==> src/include/dram_ctrl_defs.svh <==
`ifndef DRAM_CTRL_DEFS_SVH
`define DRAM_CTRL_DEFS_SVH

// Register byte offsets
`define OFF_CTRL 8'h00
`define OFF_ACCESS 8'h04
`define OFF_STATUS 8'h08
`define OFF_MERR_CMD 8'h0c
`define OFF_SERR_CMD 8'h10
`define OFF_CMD 8'h14
`define OFF_CNUM 8'h18

// Control register fields
`define CTRL_MEM_RESET 0
`define CTRL_DATA_EN 1
`define CTRL_RESET_VAL 2'h0

// Access register fields
`define ACC_ROW_LSB 0
`define ACC_COL_LSB 13
`define ACC_SEL_LSB 26
`define ACC_WR_BIT 29

// Status register fields
`define STAT_BUSY 0
`define STAT_SBC 1
`define STAT_SERR 2
`define STAT_MERR_LSB 3
`define STAT_CNUM 5
`define STAT_MCMD_LSB 8

// Error command registers: corrected-error report enable
`define ERRCMD_SBC_EN 0

// Command register fields
`define CMD_SYS_LSB 0
`define CMD_MIC_LSB 5
`define CMD_MEM_LSB 12
`define CMD_MEM_DRIVE 20

// Memory error code for a corrected single-bit error
`define MEMORY_ERROR_IN_SBC 2'h1

// Timing
`define CLK_MHZ 200
`define CLK_PERIOD_PS (1000000 / `CLK_MHZ)
`define T_RCD_NS 15
`define T_CAS_NS 15
`define T_RP_NS 40
`define T_MEMORY_SIDE_RESET_OUT_NS 100
`define CYC_MIN(ns) (((ns) * 1000 + `CLK_PERIOD_PS - 1) / `CLK_PERIOD_PS)
`define RCD_CYC `CYC_MIN(`T_RCD_NS)
`define CAS_CYC `CYC_MIN(`T_CAS_NS)
`define RP_CYC `CYC_MIN(`T_RP_NS)
`define MEMORY_SIDE_RESET_OUT_CYC `CYC_MIN(`T_MEMORY_SIDE_RESET_OUT_NS)

`endif

==> src/include/dram_pkg.sv <==
package dram_pkg;
    typedef enum logic [1:0] {SEQ_IDLE, SEQ_ROW, SEQ_COL, SEQ_PRE} seq_state_e;
    typedef logic [12:0] mem_addr_t;
    typedef logic [7:0] count_t;
endpackage

==> src/logic/dram_control_signalling.sv <==
// Register access over Wishbone and the address map were chosen for this implementation.
`timescale 1ns/1ps
`include "dram_ctrl_defs.svh"

module dram_control_signalling
    import dram_pkg::*;
#(
    parameter int NUM_ROWS = 8
) (
    input wire logic sys_clk_i,
    input wire logic rst_i,
    input wire logic ce_i,
    input wire logic wb_cyc_i,
    input wire logic wb_stb_i,
    input wire logic wb_we_i,
    input wire logic [7:0] wb_adr_i,
    input wire logic [3:0] wb_sel_i,
    input wire logic [31:0] wb_dat_i,
    output logic [31:0] wb_dat_o,
    output logic wb_ack_o,
    output logic [NUM_ROWS-1:0] column_strobe_copy_a_n_o,
    output logic [NUM_ROWS-1:0] column_strobe_copy_b_n_o,
    output logic [NUM_ROWS-1:0] row_strobe_copy_a_n_o,
    output logic [NUM_ROWS-1:0] row_strobe_copy_b_n_o,
    output mem_addr_t mem_address_copy_a_o,
    output mem_addr_t mem_address_copy_b_o,
    output logic write_enable_copy_0_n_o,
    output logic write_enable_copy_1_n_o,
    input wire logic [7:0] memory_side_command_bus_n_i,
    output logic [7:0] memory_side_command_bus_n_o,
    output logic memory_side_command_bus_oe_n_o,
    input wire logic [1:0] memory_error_in_n_i,
    output logic [4:0] system_side_command_out_n_o,
    output logic host_data_enable_out_n_o,
    input wire logic system_error_in_n_i,
    output logic [6:0] interface_chip_command_n_o,
    output logic [1:0] interface_chip_write_drive_n_o,
    input wire logic host_bus_init_n_i,
    output logic memory_side_reset_out_n_o,
    output logic corrected_error_flag_n_o,
    input wire logic controller_number_strap_i,
    input wire logic power_good_i,
    input wire logic receiver_gate_test_i,
    input wire logic test_clk_i,
    input wire logic test_data_i,
    input wire logic test_mode_sel_i,
    input wire logic test_reset_n_i,
    output logic test_data_o,
    output logic outputs_oe_n_o
);
    localparam int SEL_W = $clog2(NUM_ROWS);
    localparam int PIN_W = 19;

    function automatic logic [31:0] byte_merge(input logic [31:0] old, input logic [31:0] wdat,
                                               input logic [3:0] sel);
        logic [31:0] v;
        v = old;
        for (int i = 0; i < 4; i++) begin
            if (sel[i]) begin
                v[i*8 +: 8] = wdat[i*8 +: 8];
            end
        end
        return v;
    endfunction

    // Pin synchronisers
    logic [PIN_W-1:0] pin_raw, pin_meta_reg, pin_sync_reg;
    logic tck_prev_reg;
    assign pin_raw = {memory_side_command_bus_n_i, memory_error_in_n_i, system_error_in_n_i, host_bus_init_n_i,
                      controller_number_strap_i, power_good_i, receiver_gate_test_i, test_clk_i, test_data_i,
                      test_mode_sel_i, test_reset_n_i};

    always_ff @(posedge sys_clk_i) begin
        if (ce_i) begin
            pin_meta_reg <= pin_raw;
            pin_sync_reg <= pin_meta_reg;
            tck_prev_reg <= pin_sync_reg[3];
        end
    end

    logic [7:0] memory_side_command_bus_in;
    logic [1:0] memory_error_in_in;
    logic system_error_in_in, init_in, strap_in, pgood_in, gate_in, tck_in, tdi_in, tms_in, trst_in;
    logic board_test, rx_on;
    assign tck_in = pin_sync_reg[3];
    assign tdi_in = pin_sync_reg[2];
    assign tms_in = pin_sync_reg[1];
    assign trst_in = ~pin_sync_reg[0];
    assign gate_in = pin_sync_reg[4];
    assign pgood_in = pin_sync_reg[5];
    assign strap_in = pin_sync_reg[6];
    assign board_test = ~gate_in & ~pgood_in;
    assign rx_on = ~board_test;
    assign init_in = rx_on & ~pin_sync_reg[7];
    assign system_error_in_in = rx_on & ~pin_sync_reg[8];
    assign memory_error_in_in = rx_on ? ~pin_sync_reg[10:9] : 2'h0;
    assign memory_side_command_bus_in = rx_on ? ~pin_sync_reg[18:11] : 8'h00;

    // Register file
    logic [1:0] ctrl_reg, ctrl_next;
    logic merr_en_reg, merr_en_next, serr_en_reg, serr_en_next;
    logic [4:0] sys_cmd_reg, sys_cmd_next;
    logic [6:0] mic_cmd_reg, mic_cmd_next;
    logic [7:0] mem_cmd_reg, mem_cmd_next;
    logic mem_drive_reg, mem_drive_next;
    logic sbc_reg, sbc_next, serr_reg, serr_next, cnum_reg, cnum_next;
    logic [1:0] merr_last_reg, merr_last_next;
    count_t memory_side_reset_out_cnt_reg, memory_side_reset_out_cnt_next;
    logic ack_reg, ack_next, start_reg, start_next;
    logic [31:0] dat_reg, dat_next, acc_reg, acc_next, rd_word, wr_word;
    logic hit, seq_busy, sbc_event;

    always_comb begin
        rd_word = '0;
        if ({wb_adr_i[7:2], 2'b00} == `OFF_CTRL) begin
            rd_word[1:0] = ctrl_reg;
        end else if ({wb_adr_i[7:2], 2'b00} == `OFF_ACCESS) begin
            rd_word = acc_reg;
        end else if ({wb_adr_i[7:2], 2'b00} == `OFF_STATUS) begin
            rd_word[`STAT_BUSY] = seq_busy;
            rd_word[`STAT_SBC] = sbc_reg;
            rd_word[`STAT_SERR] = serr_reg;
            rd_word[`STAT_MERR_LSB +: 2] = merr_last_reg;
            rd_word[`STAT_CNUM] = cnum_reg;
            rd_word[`STAT_MCMD_LSB +: 8] = memory_side_command_bus_in;
        end else if ({wb_adr_i[7:2], 2'b00} == `OFF_MERR_CMD) begin
            rd_word[`ERRCMD_SBC_EN] = merr_en_reg;
        end else if ({wb_adr_i[7:2], 2'b00} == `OFF_SERR_CMD) begin
            rd_word[`ERRCMD_SBC_EN] = serr_en_reg;
        end else if ({wb_adr_i[7:2], 2'b00} == `OFF_CMD) begin
            rd_word[`CMD_SYS_LSB +: 5] = sys_cmd_reg;
            rd_word[`CMD_MIC_LSB +: 7] = mic_cmd_reg;
            rd_word[`CMD_MEM_LSB +: 8] = mem_cmd_reg;
            rd_word[`CMD_MEM_DRIVE] = mem_drive_reg;
        end else if ({wb_adr_i[7:2], 2'b00} == `OFF_CNUM) begin
            rd_word[0] = cnum_reg;
        end
    end

    assign hit = wb_cyc_i & wb_stb_i & ~ack_reg;
    assign wr_word = byte_merge(rd_word, wb_dat_i, wb_sel_i);
    assign sbc_event = (memory_error_in_in == `MEMORY_ERROR_IN_SBC);

    always_comb begin
        ctrl_next = ctrl_reg;
        acc_next = acc_reg;
        merr_en_next = merr_en_reg;
        serr_en_next = serr_en_reg;
        sys_cmd_next = sys_cmd_reg;
        mic_cmd_next = mic_cmd_reg;
        mem_cmd_next = mem_cmd_reg;
        mem_drive_next = mem_drive_reg;
        cnum_next = cnum_reg;
        start_next = 1'b0;
        ack_next = hit;
        dat_next = hit & ~wb_we_i ? rd_word : 32'h0;
        sbc_next = sbc_reg;
        serr_next = serr_reg;
        merr_last_next = (memory_error_in_in != 2'h0) ? memory_error_in_in : merr_last_reg;
        memory_side_reset_out_cnt_next = (memory_side_reset_out_cnt_reg != '0) ? memory_side_reset_out_cnt_reg - 8'h01 : memory_side_reset_out_cnt_reg;
        if (hit & wb_we_i) begin
            if ({wb_adr_i[7:2], 2'b00} == `OFF_CTRL) begin
                ctrl_next = wr_word[1:0];
            end else if ({wb_adr_i[7:2], 2'b00} == `OFF_ACCESS) begin
                if (!seq_busy && !start_reg) begin
                    acc_next = wr_word;
                    start_next = 1'b1;
                end
            end else if ({wb_adr_i[7:2], 2'b00} == `OFF_STATUS) begin
                if (wr_word[`STAT_SBC] && wb_sel_i[0]) begin
                    sbc_next = 1'b0;
                end
                if (wr_word[`STAT_SERR] && wb_sel_i[0]) begin
                    serr_next = 1'b0;
                end
            end else if ({wb_adr_i[7:2], 2'b00} == `OFF_MERR_CMD) begin
                merr_en_next = wr_word[`ERRCMD_SBC_EN];
            end else if ({wb_adr_i[7:2], 2'b00} == `OFF_SERR_CMD) begin
                serr_en_next = wr_word[`ERRCMD_SBC_EN];
            end else if ({wb_adr_i[7:2], 2'b00} == `OFF_CMD) begin
                sys_cmd_next = wr_word[`CMD_SYS_LSB +: 5];
                mic_cmd_next = wr_word[`CMD_MIC_LSB +: 7];
                mem_cmd_next = wr_word[`CMD_MEM_LSB +: 8];
                mem_drive_next = wr_word[`CMD_MEM_DRIVE];
            end
        end
        // Hardware set beats a same-cycle software clear
        if (sbc_event && (merr_en_reg || serr_en_reg)) begin
            sbc_next = 1'b1;
        end
        if (system_error_in_in) begin
            serr_next = 1'b1;
        end
        // Host-side error state restarts; configuration stays
        if (init_in) begin
            serr_next = 1'b0;
        end
    end

    always_ff @(posedge sys_clk_i) begin
        if (rst_i) begin
            ctrl_reg <= `CTRL_RESET_VAL;
            acc_reg <= '0;
            merr_en_reg <= 1'b0;
            serr_en_reg <= 1'b0;
            sys_cmd_reg <= '0;
            mic_cmd_reg <= '0;
            mem_cmd_reg <= '0;
            mem_drive_reg <= 1'b0;
            cnum_reg <= strap_in;
            start_reg <= 1'b0;
            ack_reg <= 1'b0;
            dat_reg <= '0;
            sbc_reg <= 1'b0;
            serr_reg <= 1'b0;
            merr_last_reg <= '0;
            memory_side_reset_out_cnt_reg <= count_t'(`MEMORY_SIDE_RESET_OUT_CYC);
        end else if (ce_i) begin
            ctrl_reg <= ctrl_next;
            acc_reg <= acc_next;
            merr_en_reg <= merr_en_next;
            serr_en_reg <= serr_en_next;
            sys_cmd_reg <= sys_cmd_next;
            mic_cmd_reg <= mic_cmd_next;
            mem_cmd_reg <= mem_cmd_next;
            mem_drive_reg <= mem_drive_next;
            cnum_reg <= cnum_next;
            start_reg <= start_next;
            ack_reg <= ack_next;
            dat_reg <= dat_next;
            sbc_reg <= sbc_next;
            serr_reg <= serr_next;
            merr_last_reg <= merr_last_next;
            memory_side_reset_out_cnt_reg <= memory_side_reset_out_cnt_next;
        end
    end

    // Access sequencer
    mem_addr_t seq_addr;
    logic [NUM_ROWS-1:0] seq_ras, seq_cas;
    logic seq_we, seq_drv;

    dram_strobe_seq #(.NUM_ROWS(NUM_ROWS), .SEL_W(SEL_W)) u_seq (
        .sys_clk_i(sys_clk_i),
        .rst_i(rst_i),
        .ce_i(ce_i),
        .start_i(start_reg),
        .row_addr_i(acc_reg[`ACC_ROW_LSB +: 13]),
        .col_addr_i(acc_reg[`ACC_COL_LSB +: 13]),
        .row_sel_i(acc_reg[`ACC_SEL_LSB +: SEL_W]),
        .write_i(acc_reg[`ACC_WR_BIT]),
        .busy_o(seq_busy),
        .addr_o(seq_addr),
        .row_strobe_o(seq_ras),
        .col_strobe_o(seq_cas),
        .write_o(seq_we),
        .drive_o(seq_drv)
    );

    // Pin output stage
    logic tdo_reg, tdo_next, oe_n_reg, memory_side_reset_out_reg, sbc_out_reg, den_reg, mcmd_oe_n_reg;
    logic [4:0] sys_out_reg;

    always_comb begin
        tdo_next = tdo_reg;
        if (!tms_in || trst_in) begin
            tdo_next = 1'b0;
        end else if (tck_in && !tck_prev_reg) begin
            tdo_next = tdi_in;
        end
    end

    always_ff @(posedge sys_clk_i) begin
        if (rst_i) begin
            column_strobe_copy_a_n_o <= '1;
            column_strobe_copy_b_n_o <= '1;
            row_strobe_copy_a_n_o <= '1;
            row_strobe_copy_b_n_o <= '1;
            mem_address_copy_a_o <= '0;
            mem_address_copy_b_o <= '0;
            write_enable_copy_0_n_o <= 1'b1;
            write_enable_copy_1_n_o <= 1'b1;
            interface_chip_write_drive_n_o <= 2'h3;
            interface_chip_command_n_o <= 7'h7f;
            memory_side_command_bus_n_o <= 8'hff;
            mcmd_oe_n_reg <= 1'b1;
            sys_out_reg <= 5'h1f;
            den_reg <= 1'b1;
            memory_side_reset_out_reg <= 1'b0;
            sbc_out_reg <= 1'b1;
            tdo_reg <= 1'b0;
            oe_n_reg <= 1'b0;
        end else if (ce_i) begin
            column_strobe_copy_a_n_o <= ~seq_cas;
            column_strobe_copy_b_n_o <= ~seq_cas;
            row_strobe_copy_a_n_o <= ~seq_ras;
            row_strobe_copy_b_n_o <= ~seq_ras;
            mem_address_copy_a_o <= seq_addr;
            mem_address_copy_b_o <= seq_addr;
            write_enable_copy_0_n_o <= ~seq_we;
            write_enable_copy_1_n_o <= ~seq_we;
            interface_chip_write_drive_n_o <= {2{~seq_drv}};
            interface_chip_command_n_o <= ~mic_cmd_reg;
            memory_side_command_bus_n_o <= ~mem_cmd_reg;
            mcmd_oe_n_reg <= ~mem_drive_reg | board_test;
            sys_out_reg <= init_in ? 5'h1f : ~sys_cmd_reg;
            den_reg <= ~(ctrl_reg[`CTRL_DATA_EN] & ~init_in);
            memory_side_reset_out_reg <= ~(ctrl_reg[`CTRL_MEM_RESET] | (memory_side_reset_out_cnt_reg != '0));
            sbc_out_reg <= ~sbc_reg;
            tdo_reg <= tdo_next;
            oe_n_reg <= board_test;
        end
    end

    assign memory_side_command_bus_oe_n_o = mcmd_oe_n_reg;
    assign system_side_command_out_n_o = sys_out_reg;
    assign host_data_enable_out_n_o = den_reg;
    assign memory_side_reset_out_n_o = memory_side_reset_out_reg;
    assign corrected_error_flag_n_o = sbc_out_reg;
    assign test_data_o = tdo_reg;
    assign outputs_oe_n_o = oe_n_reg;
    assign wb_ack_o = ack_reg;
    assign wb_dat_o = dat_reg;
endmodule

==> src/logic/dram_strobe_seq.sv <==
`timescale 1ns/1ps
`include "dram_ctrl_defs.svh"

module dram_strobe_seq
    import dram_pkg::*;
#(
    parameter int NUM_ROWS = 8,
    parameter int SEL_W = 3
) (
    input wire logic sys_clk_i,
    input wire logic rst_i,
    input wire logic ce_i,
    input wire logic start_i,
    input wire mem_addr_t row_addr_i,
    input wire mem_addr_t col_addr_i,
    input wire logic [SEL_W-1:0] row_sel_i,
    input wire logic write_i,
    output logic busy_o,
    output mem_addr_t addr_o,
    output logic [NUM_ROWS-1:0] row_strobe_o,
    output logic [NUM_ROWS-1:0] col_strobe_o,
    output logic write_o,
    output logic drive_o
);
    seq_state_e state_reg, state_next;
    count_t cnt_reg, cnt_next;
    mem_addr_t addr_reg, addr_next, col_reg, col_next;
    logic [SEL_W-1:0] sel_reg, sel_next;
    logic [NUM_ROWS-1:0] ras_reg, ras_next, cas_reg, cas_next;
    logic wr_reg, wr_next, we_reg, we_next, drv_reg, drv_next;

    function automatic logic [NUM_ROWS-1:0] row_onehot(input logic [SEL_W-1:0] sel);
        logic [NUM_ROWS-1:0] v;
        v = '0;
        v[sel] = 1'b1;
        return v;
    endfunction

    always_comb begin
        state_next = state_reg;
        cnt_next = cnt_reg;
        addr_next = addr_reg;
        col_next = col_reg;
        sel_next = sel_reg;
        ras_next = ras_reg;
        cas_next = cas_reg;
        wr_next = wr_reg;
        we_next = we_reg;
        drv_next = drv_reg;
        case (state_reg)
            SEQ_IDLE: begin
                if (start_i) begin
                    addr_next = row_addr_i;
                    col_next = col_addr_i;
                    sel_next = row_sel_i;
                    wr_next = write_i;
                    ras_next = row_onehot(row_sel_i);
                    cnt_next = count_t'(`RCD_CYC - 1);
                    state_next = SEQ_ROW;
                end
            end
            SEQ_ROW: begin
                if (cnt_reg == '0) begin
                    addr_next = col_reg;
                    cas_next = row_onehot(sel_reg);
                    we_next = wr_reg;
                    drv_next = wr_reg;
                    cnt_next = count_t'(`CAS_CYC - 1);
                    state_next = SEQ_COL;
                end else begin
                    cnt_next = cnt_reg - 8'h01;
                end
            end
            SEQ_COL: begin
                if (cnt_reg == '0) begin
                    // Row strobe held until column strobe ends
                    ras_next = '0;
                    cas_next = '0;
                    we_next = 1'b0;
                    drv_next = 1'b0;
                    cnt_next = count_t'(`RP_CYC - 1);
                    state_next = SEQ_PRE;
                end else begin
                    cnt_next = cnt_reg - 8'h01;
                end
            end
            SEQ_PRE: begin
                if (cnt_reg == '0) begin
                    state_next = SEQ_IDLE;
                end else begin
                    cnt_next = cnt_reg - 8'h01;
                end
            end
            default: state_next = SEQ_IDLE;
        endcase
    end

    always_ff @(posedge sys_clk_i) begin
        if (rst_i) begin
            state_reg <= SEQ_IDLE;
            cnt_reg <= '0;
            addr_reg <= '0;
            col_reg <= '0;
            sel_reg <= '0;
            ras_reg <= '0;
            cas_reg <= '0;
            wr_reg <= 1'b0;
            we_reg <= 1'b0;
            drv_reg <= 1'b0;
        end else if (ce_i) begin
            state_reg <= state_next;
            cnt_reg <= cnt_next;
            addr_reg <= addr_next;
            col_reg <= col_next;
            sel_reg <= sel_next;
            ras_reg <= ras_next;
            cas_reg <= cas_next;
            wr_reg <= wr_next;
            we_reg <= we_next;
            drv_reg <= drv_next;
        end
    end

    assign busy_o = (state_reg != SEQ_IDLE);
    assign addr_o = addr_reg;
    assign row_strobe_o = ras_reg;
    assign col_strobe_o = cas_reg;
    assign write_o = we_reg;
    assign drive_o = drv_reg;
endmodule

==> config.mk <==
export PLATFORM = sky130hd
export DESIGN_NAME = dram_control_signalling
export DESIGN_NICKNAME = d
export VERILOG_FILES = /design/src/include/dram_pkg.sv /design/src/logic/dram_control_signalling.sv /design/src/logic/dram_strobe_seq.sv
export VERILOG_INCLUDE_DIRS = /design/src /design/src/include
export SDC_FILE = /design/constraint.sdc
export NUM_CORES = 1
export LEC_CHECK = 0
export BUFFER_PORTS_ARGS = -buffer_cell sky130_fd_sc_hd__buf_2
export CAP_MARGIN = 25
export CELL_PAD_IN_SITES_DETAIL_PLACEMENT = 0
export CELL_PAD_IN_SITES_GLOBAL_PLACEMENT = 1
export CORE_MARGIN = 1
export CORE_UTILIZATION = 44
export CTS_BUF_LIST = sky130_fd_sc_hd__clkbuf_8
export DETAILED_ROUTE_END_ITERATION = 16
export PLACE_DENSITY_LB_ADDON = 0.1
export SKIP_CTS_REPAIR_TIMING = 1
export SYNTH_ARGS = -nofsm -noshare
export SYNTH_HDL_FRONTEND = slang
export SYNTH_HIERARCHICAL = 1
export SYNTH_SLANG_ARGS = --single-unit
==> constraint.sdc <==
create_clock -name sys_clk_i -period 2.8 [get_ports sys_clk_i]
set_input_delay 0.28 -clock sys_clk_i [delete_from_list [all_inputs] [get_ports sys_clk_i]]
set_output_delay 0.28 -clock sys_clk_i [all_outputs]
set_load 0.01 [all_outputs]
Word-level counts from Yosys, hierarchy flattened:

Cells that the tools add are included.

* register bits: 257
* input bits: 69
* output and inout port bits: 121
* logic and storage cells: 215

* $add $sub $neg: 2
* magnitude comparators: 4
* eq/ne operators: 19
* muxes and demuxes: 67
* bitwise logic cells: 36
* reductions and logical operators: 45

Operator list (count)
* $mux 8: 13
* $mux 20: 3
* $mux 32: 1
* $not 8->8: 4
* $pmux 8 s2: 2
* $pmux 8 s4: 1
* $mux 30: 1
* $mux 1: 27
* $mux 13: 2
* $pmux 13 s2: 1
* $mux 21: 1
* $not 1->1: 19
* $eq 6x3->1 const B: 3
* $reduce_and 6->1: 3
* $reduce_bool 2->1: 9
* $sub 8x1->8 const B: 2
* $mux 2: 7
* $eq 6x2->1 const B: 2
* $reduce_and 4->1: 3
* $mux 11: 1
* $mux 5: 2
* $ne 2x1->1 const B: 5
* $reduce_and 5->1: 2
* $reduce_and 3->1: 3
* other kinds (27): 56

Longest topological paths before layout:

* word-level depth: 17
* depth in mapped cells: 10
* gate-level depth less buffers: 8

Cells and area by module:

Netlist, hierarchy kept.

Modules (own cells, without submodules)
* dram_control_signalling: instances 1, cells an instance 839, area each 8122.8 um2, seq. area each 4404.2 um2
* dram_strobe_seq: instances 1, cells an instance 319, area each 2697.6 um2, seq. area each 1141.1 um2

Worst setup path after synthesis:

Ideal clock, no wire load.

* kind: register to register
* start point: register u_seq.state_reg[0]
* end point: register acc_reg[21]
* setup time: 0.128 ns
* data arrival time: 2.154 ns
* required time: 2.672 ns
* path slack: 0.518 ns
* stages on the path, launching flop included: 10
* buffers on the path: 1
* clock period less this slack: 2.282 ns
* cell sequence: dfxtp_1 > inv_1 > ha_1 > clkbuf_1 > inv_1 > or3b_2 > nor4_4 > o21a_4 > mux2i_1 > nor2_1

* longest elaborated chain between the ends: 4

Ends and longest elaborated chain
* start: declaration: RTL line dram_strobe_seq.sv:25 `seq_state_e state_reg, state_next;`
* start signal: assignment: RTL line dram_strobe_seq.sv:111 `state_reg <= state_next;`
* $reduce_bool 2->1: RTL line dram_strobe_seq.sv:124 `assign busy_o = (state_reg != SEQ_IDLE);`
* net seq_busy: RTL line dram_control_signalling.sv:111 `logic hit, seq_busy, sbc_event;`
* $logic_not 1->1: RTL line dram_control_signalling.sv:165 `if (!seq_busy && !start_reg) begin`
* $logic_and 1x1->1: RTL line dram_control_signalling.sv:165
* $reduce_and 5->1 (no line)
* end signal: assignment: RTL line dram_control_signalling.sv:220 `acc_reg <= acc_next;`
* end: declaration: RTL line dram_control_signalling.sv:110 `logic [31:0] dat_reg, dat_next, acc_reg, acc_next, rd_word, wr_word;`

The timed path passes the listed nets, and every way through them passes these cells.
A chain may end at the register's enable or synchronous reset.

Worst setup path after layout:

* start point: register u_seq.state_reg[0]
* end point: register u_seq.cnt_reg[2]

* longest elaborated chain between the ends: 3
* elaborated cells between the ends (all ways): 8
* classes of those cells: 5 x eq/ne; 1 x mux; 2 x reduce/logical

Ends and longest elaborated chain
* $eq 2x2->1 or $logic_not 2->1 (tied branches): RTL line dram_strobe_seq.sv:50 `case (state_reg)`
* $ne 2x2->1 (no line)
* $reduce_and 3->1 (no line)
* end signal: assignment: RTL line dram_strobe_seq.sv:112 `cnt_reg <= cnt_next;`
* end: declaration: RTL line dram_strobe_seq.sv:26 `count_t cnt_reg, cnt_next;`

Parallel ways exist; a longest one is shown, timed or not.

==> flow_summary_export.csv <==
group,metric,value,unit
status,status,"finished, final reports clean",
clock_network,clk_pin_slew,0.06,ns
setup_path,crit_type,"register to register",
die,num_rows,57,
drt,via_count,8910,
yosys,synth-async-reset-ratio,0,%
timing,slew_viol_final,0,
global_route,grt_use_total,22.24,%
global_route,grt_pass1_wl,45.18,mm
clock_network,cts_max_level,2,
placed_design,hpwl,19.70,mm
yosys,synthesis.area,10820,µm²
timing,worst_slack,0.5237,ns
yosys,ys_types,70,
yosys,synth-seq-area-share,51.25,%
clock_network,clkSinkCount,257,
flow_run,max_cap_viol_count,0,
clock_network,clock_path_buffers,3,
timing,finalSetupTns,0,ns
yosys,yosysTopAreaCellShare,40.15,%
die,core,24250,µm²
die,fp.dieW,158.8,µm
finish,final_core_util,53.58,%
timing,fmax,439.3,MHz
drt,viasPerCell,5.269,
setup_path,startpoint_type,"register",
power,report.power.total,7.731,mW
timing,finalClockSkew,0.01121,ns
finish,multiInputGateArea,4609,µm²
setup_path,cp.required,3.28,ns
setup_path,worstPathCellList,"inv_1, ha_1, nor3_1, a311oi_1, or4bb_1, a31oi_1",
drt,drtIter0Drc,527,
timing,fin_crit,2.276,ns
power,ir_worst_vdd,0.5151,mV
power,switching_share,23.16,%
placed_design,io_buffer_count,187,
timing,fin_hold_ws,0.001430,ns
finish,final_layout_size_suffix_gt1_share,23.57,%
yosys,synth_commonest_cells,"217 x dfxtp_1, 130 x nand2_1, 126 x nor2_1, 95 x a21oi_1, 51 x clkbuf_1",
drt,wirelength,28.89,mm
drt,drtPass1Iterations,5,
finish,nets,1406,
clock_network,cts_tree,"done",
yosys,postSynthAreaPerCell,9.344,µm²
placed_design,gp_congestion,0.8084,
yosys,netlist_instances,1158,
yosys,synth_area_leaders,"dfxtp_1 40%, edfxtp_1 11%, nand2_1 4.5%, a21oi_1 4.4%, nor2_1 4.4%",
die,die_y,158.8,µm
setup_path,path_buf_inv,1,
drt,ant_nets,0,
yosys,synth_most_common_cell,"dfxtp_1",
yosys,synth_edf_count,40,
timing,worst_pin_slew,0.8220,ns
yosys,synth_seq_cells,257,
finish,fill_cells,2271,
die,ios,190,
global_route,grt_pass1_vias,8331,
drt,wl_per_cell,17.08,µm
setup_path,crit_path_end_kind,"register",
power,intPower,5.941,mW
yosys,synth_top_area_cell,"dfxtp_1",
power,seq_power_share,49.6,%
setup_path,cpPeakStageDelay,0.53,ns
setup_path,crit_arrival,2.75,ns
clock_network,root_buffer,"clkbuf_8",
timing,grt_setup_unrepaired,"no",
setup_path,cp_max_fo,14,
worst_hold_path,hold_path.class,"input pin to register",
clock_network,insertion_delay,0.55,ns
timing,setup_violations,0,
timing,finalHoldViolations,0,
power,p_leak,4.955,nW
power,power_density,595.1,nW/µm²
die,initial_core_util,44.62,%
global_route,grt_max_degree,79,
placed_design,pre_cts_ws,0.4794,ns
global_route,overflow,0,
clock_network,cts-buffers-inserted,45,
power,pwr-share-comb,4.7,%
timing,max_slew_margin,45.20,%
yosys,syn-num-nets,1234,
global_route,antenna_found_initial,1,
setup_path,crit_slowest_cell,"ha_1",
setup_path,critPathTopFamily,"simple AND/OR/NAND/NOR gates",
power,p_switching,1.790,mW
finish,area.growth.synth_to_final,20.07,%
power,clkPwrFrac,45.7,%
die,dieArea,25220,µm²
yosys,ys.flop_type,"dfxtp_1",
finish,seqCellArea,5545,µm²
drt,drc,0,
yosys,yosysWarningCount,6,
timing,post-route-period-util,81.29,%
==> metrics by stage <==
stage                     area, µm²  cells
after global routing          12990   1691
after CTS                     12760   1667
after global placement        11810   1584
after detailed placement      11810   1584
final                         12990   1691
after floorplan               10820   1158
==> path summary, 6_finish.rpt <==
check        cells past startpoint                from  slack (ns)          endpoint
max                              6  u_seq/state_reg[0]        0.52  u_seq/cnt_reg[2]
min                              3        wb_dat_i[27]       0.001       acc_reg[27]
max reg2reg                      6  u_seq/state_reg[0]        0.52  u_seq/cnt_reg[2]
min reg2reg                      0     pin_meta_reg[1]        0.42   pin_sync_reg[1]
==> tightest hold or removal path, cell delays in order <==
cell	delay [ns]
buf_2	0.10
nand3_1	0.07
a21oi_1	0.05
==> logic make-up after synthesis <==
kind of cell / Yosys count / share of synthesized area [%]
buffers and inverters: 125 / 6.152
XOR/XNOR: 4 / 0.3237
adder cells (fa/ha/maj): 7 / 0.8094
multiplexers: 34 / 3.168
AO/OA/AOI/OAI: 296 / 18.19
flip-flops: 257 / 51.25
AND/OR/NAND/NOR: 435 / 20.11
==> power groups by stage <==
stage	Combinational, mW	Sequential, mW	Clock (mW)
final	0.362	3.84	3.53
after global routing	0.396	3.84	3.81
after CTS	0.339	3.83	3.62
after detailed placement	0.338	3.91	0
after global placement	0.334	3.91	0
after floorplan	0.199	3.91	0
==> cell type report <==
class | instances | share of cell area [%]
inverters | 16 | 0.4622
diodes | 1 | 0.01926
repair buffers | 234 | 10.91
clock buffers | 63 | 6.674
flip-flops and latches | 257 | 42.68
well taps | 324 | 3.120
multi-input cells | 776 | 35.48
clock inverters | 20 | 0.6549
==> placed cells by master (no fill, tap or decap), types with 25 or more instances in the layout <==
master	instances
dfxtp_1	217
buf_2	185
nand2_1	130
nor2_1	126
a21oi_1	95
clkbuf_8	63
o21ai_0	49
nand2b_1	46
edfxtp_1	40
mux2i_1	32
inv_1	27
nor3_1	25
==> layer usage <==
metal / global-route usage (%) / up-vias / routed length, µm
met5: 0 / - / 0
met4: 7.017 / 0 / 708
met3: 3.997 / 51 / 1305
met2: 34.31 / 241 / 12610
met1: 31.40 / 4157 / 14270
li1: - / 4461 / -
(Power assumes the default switching activity.)
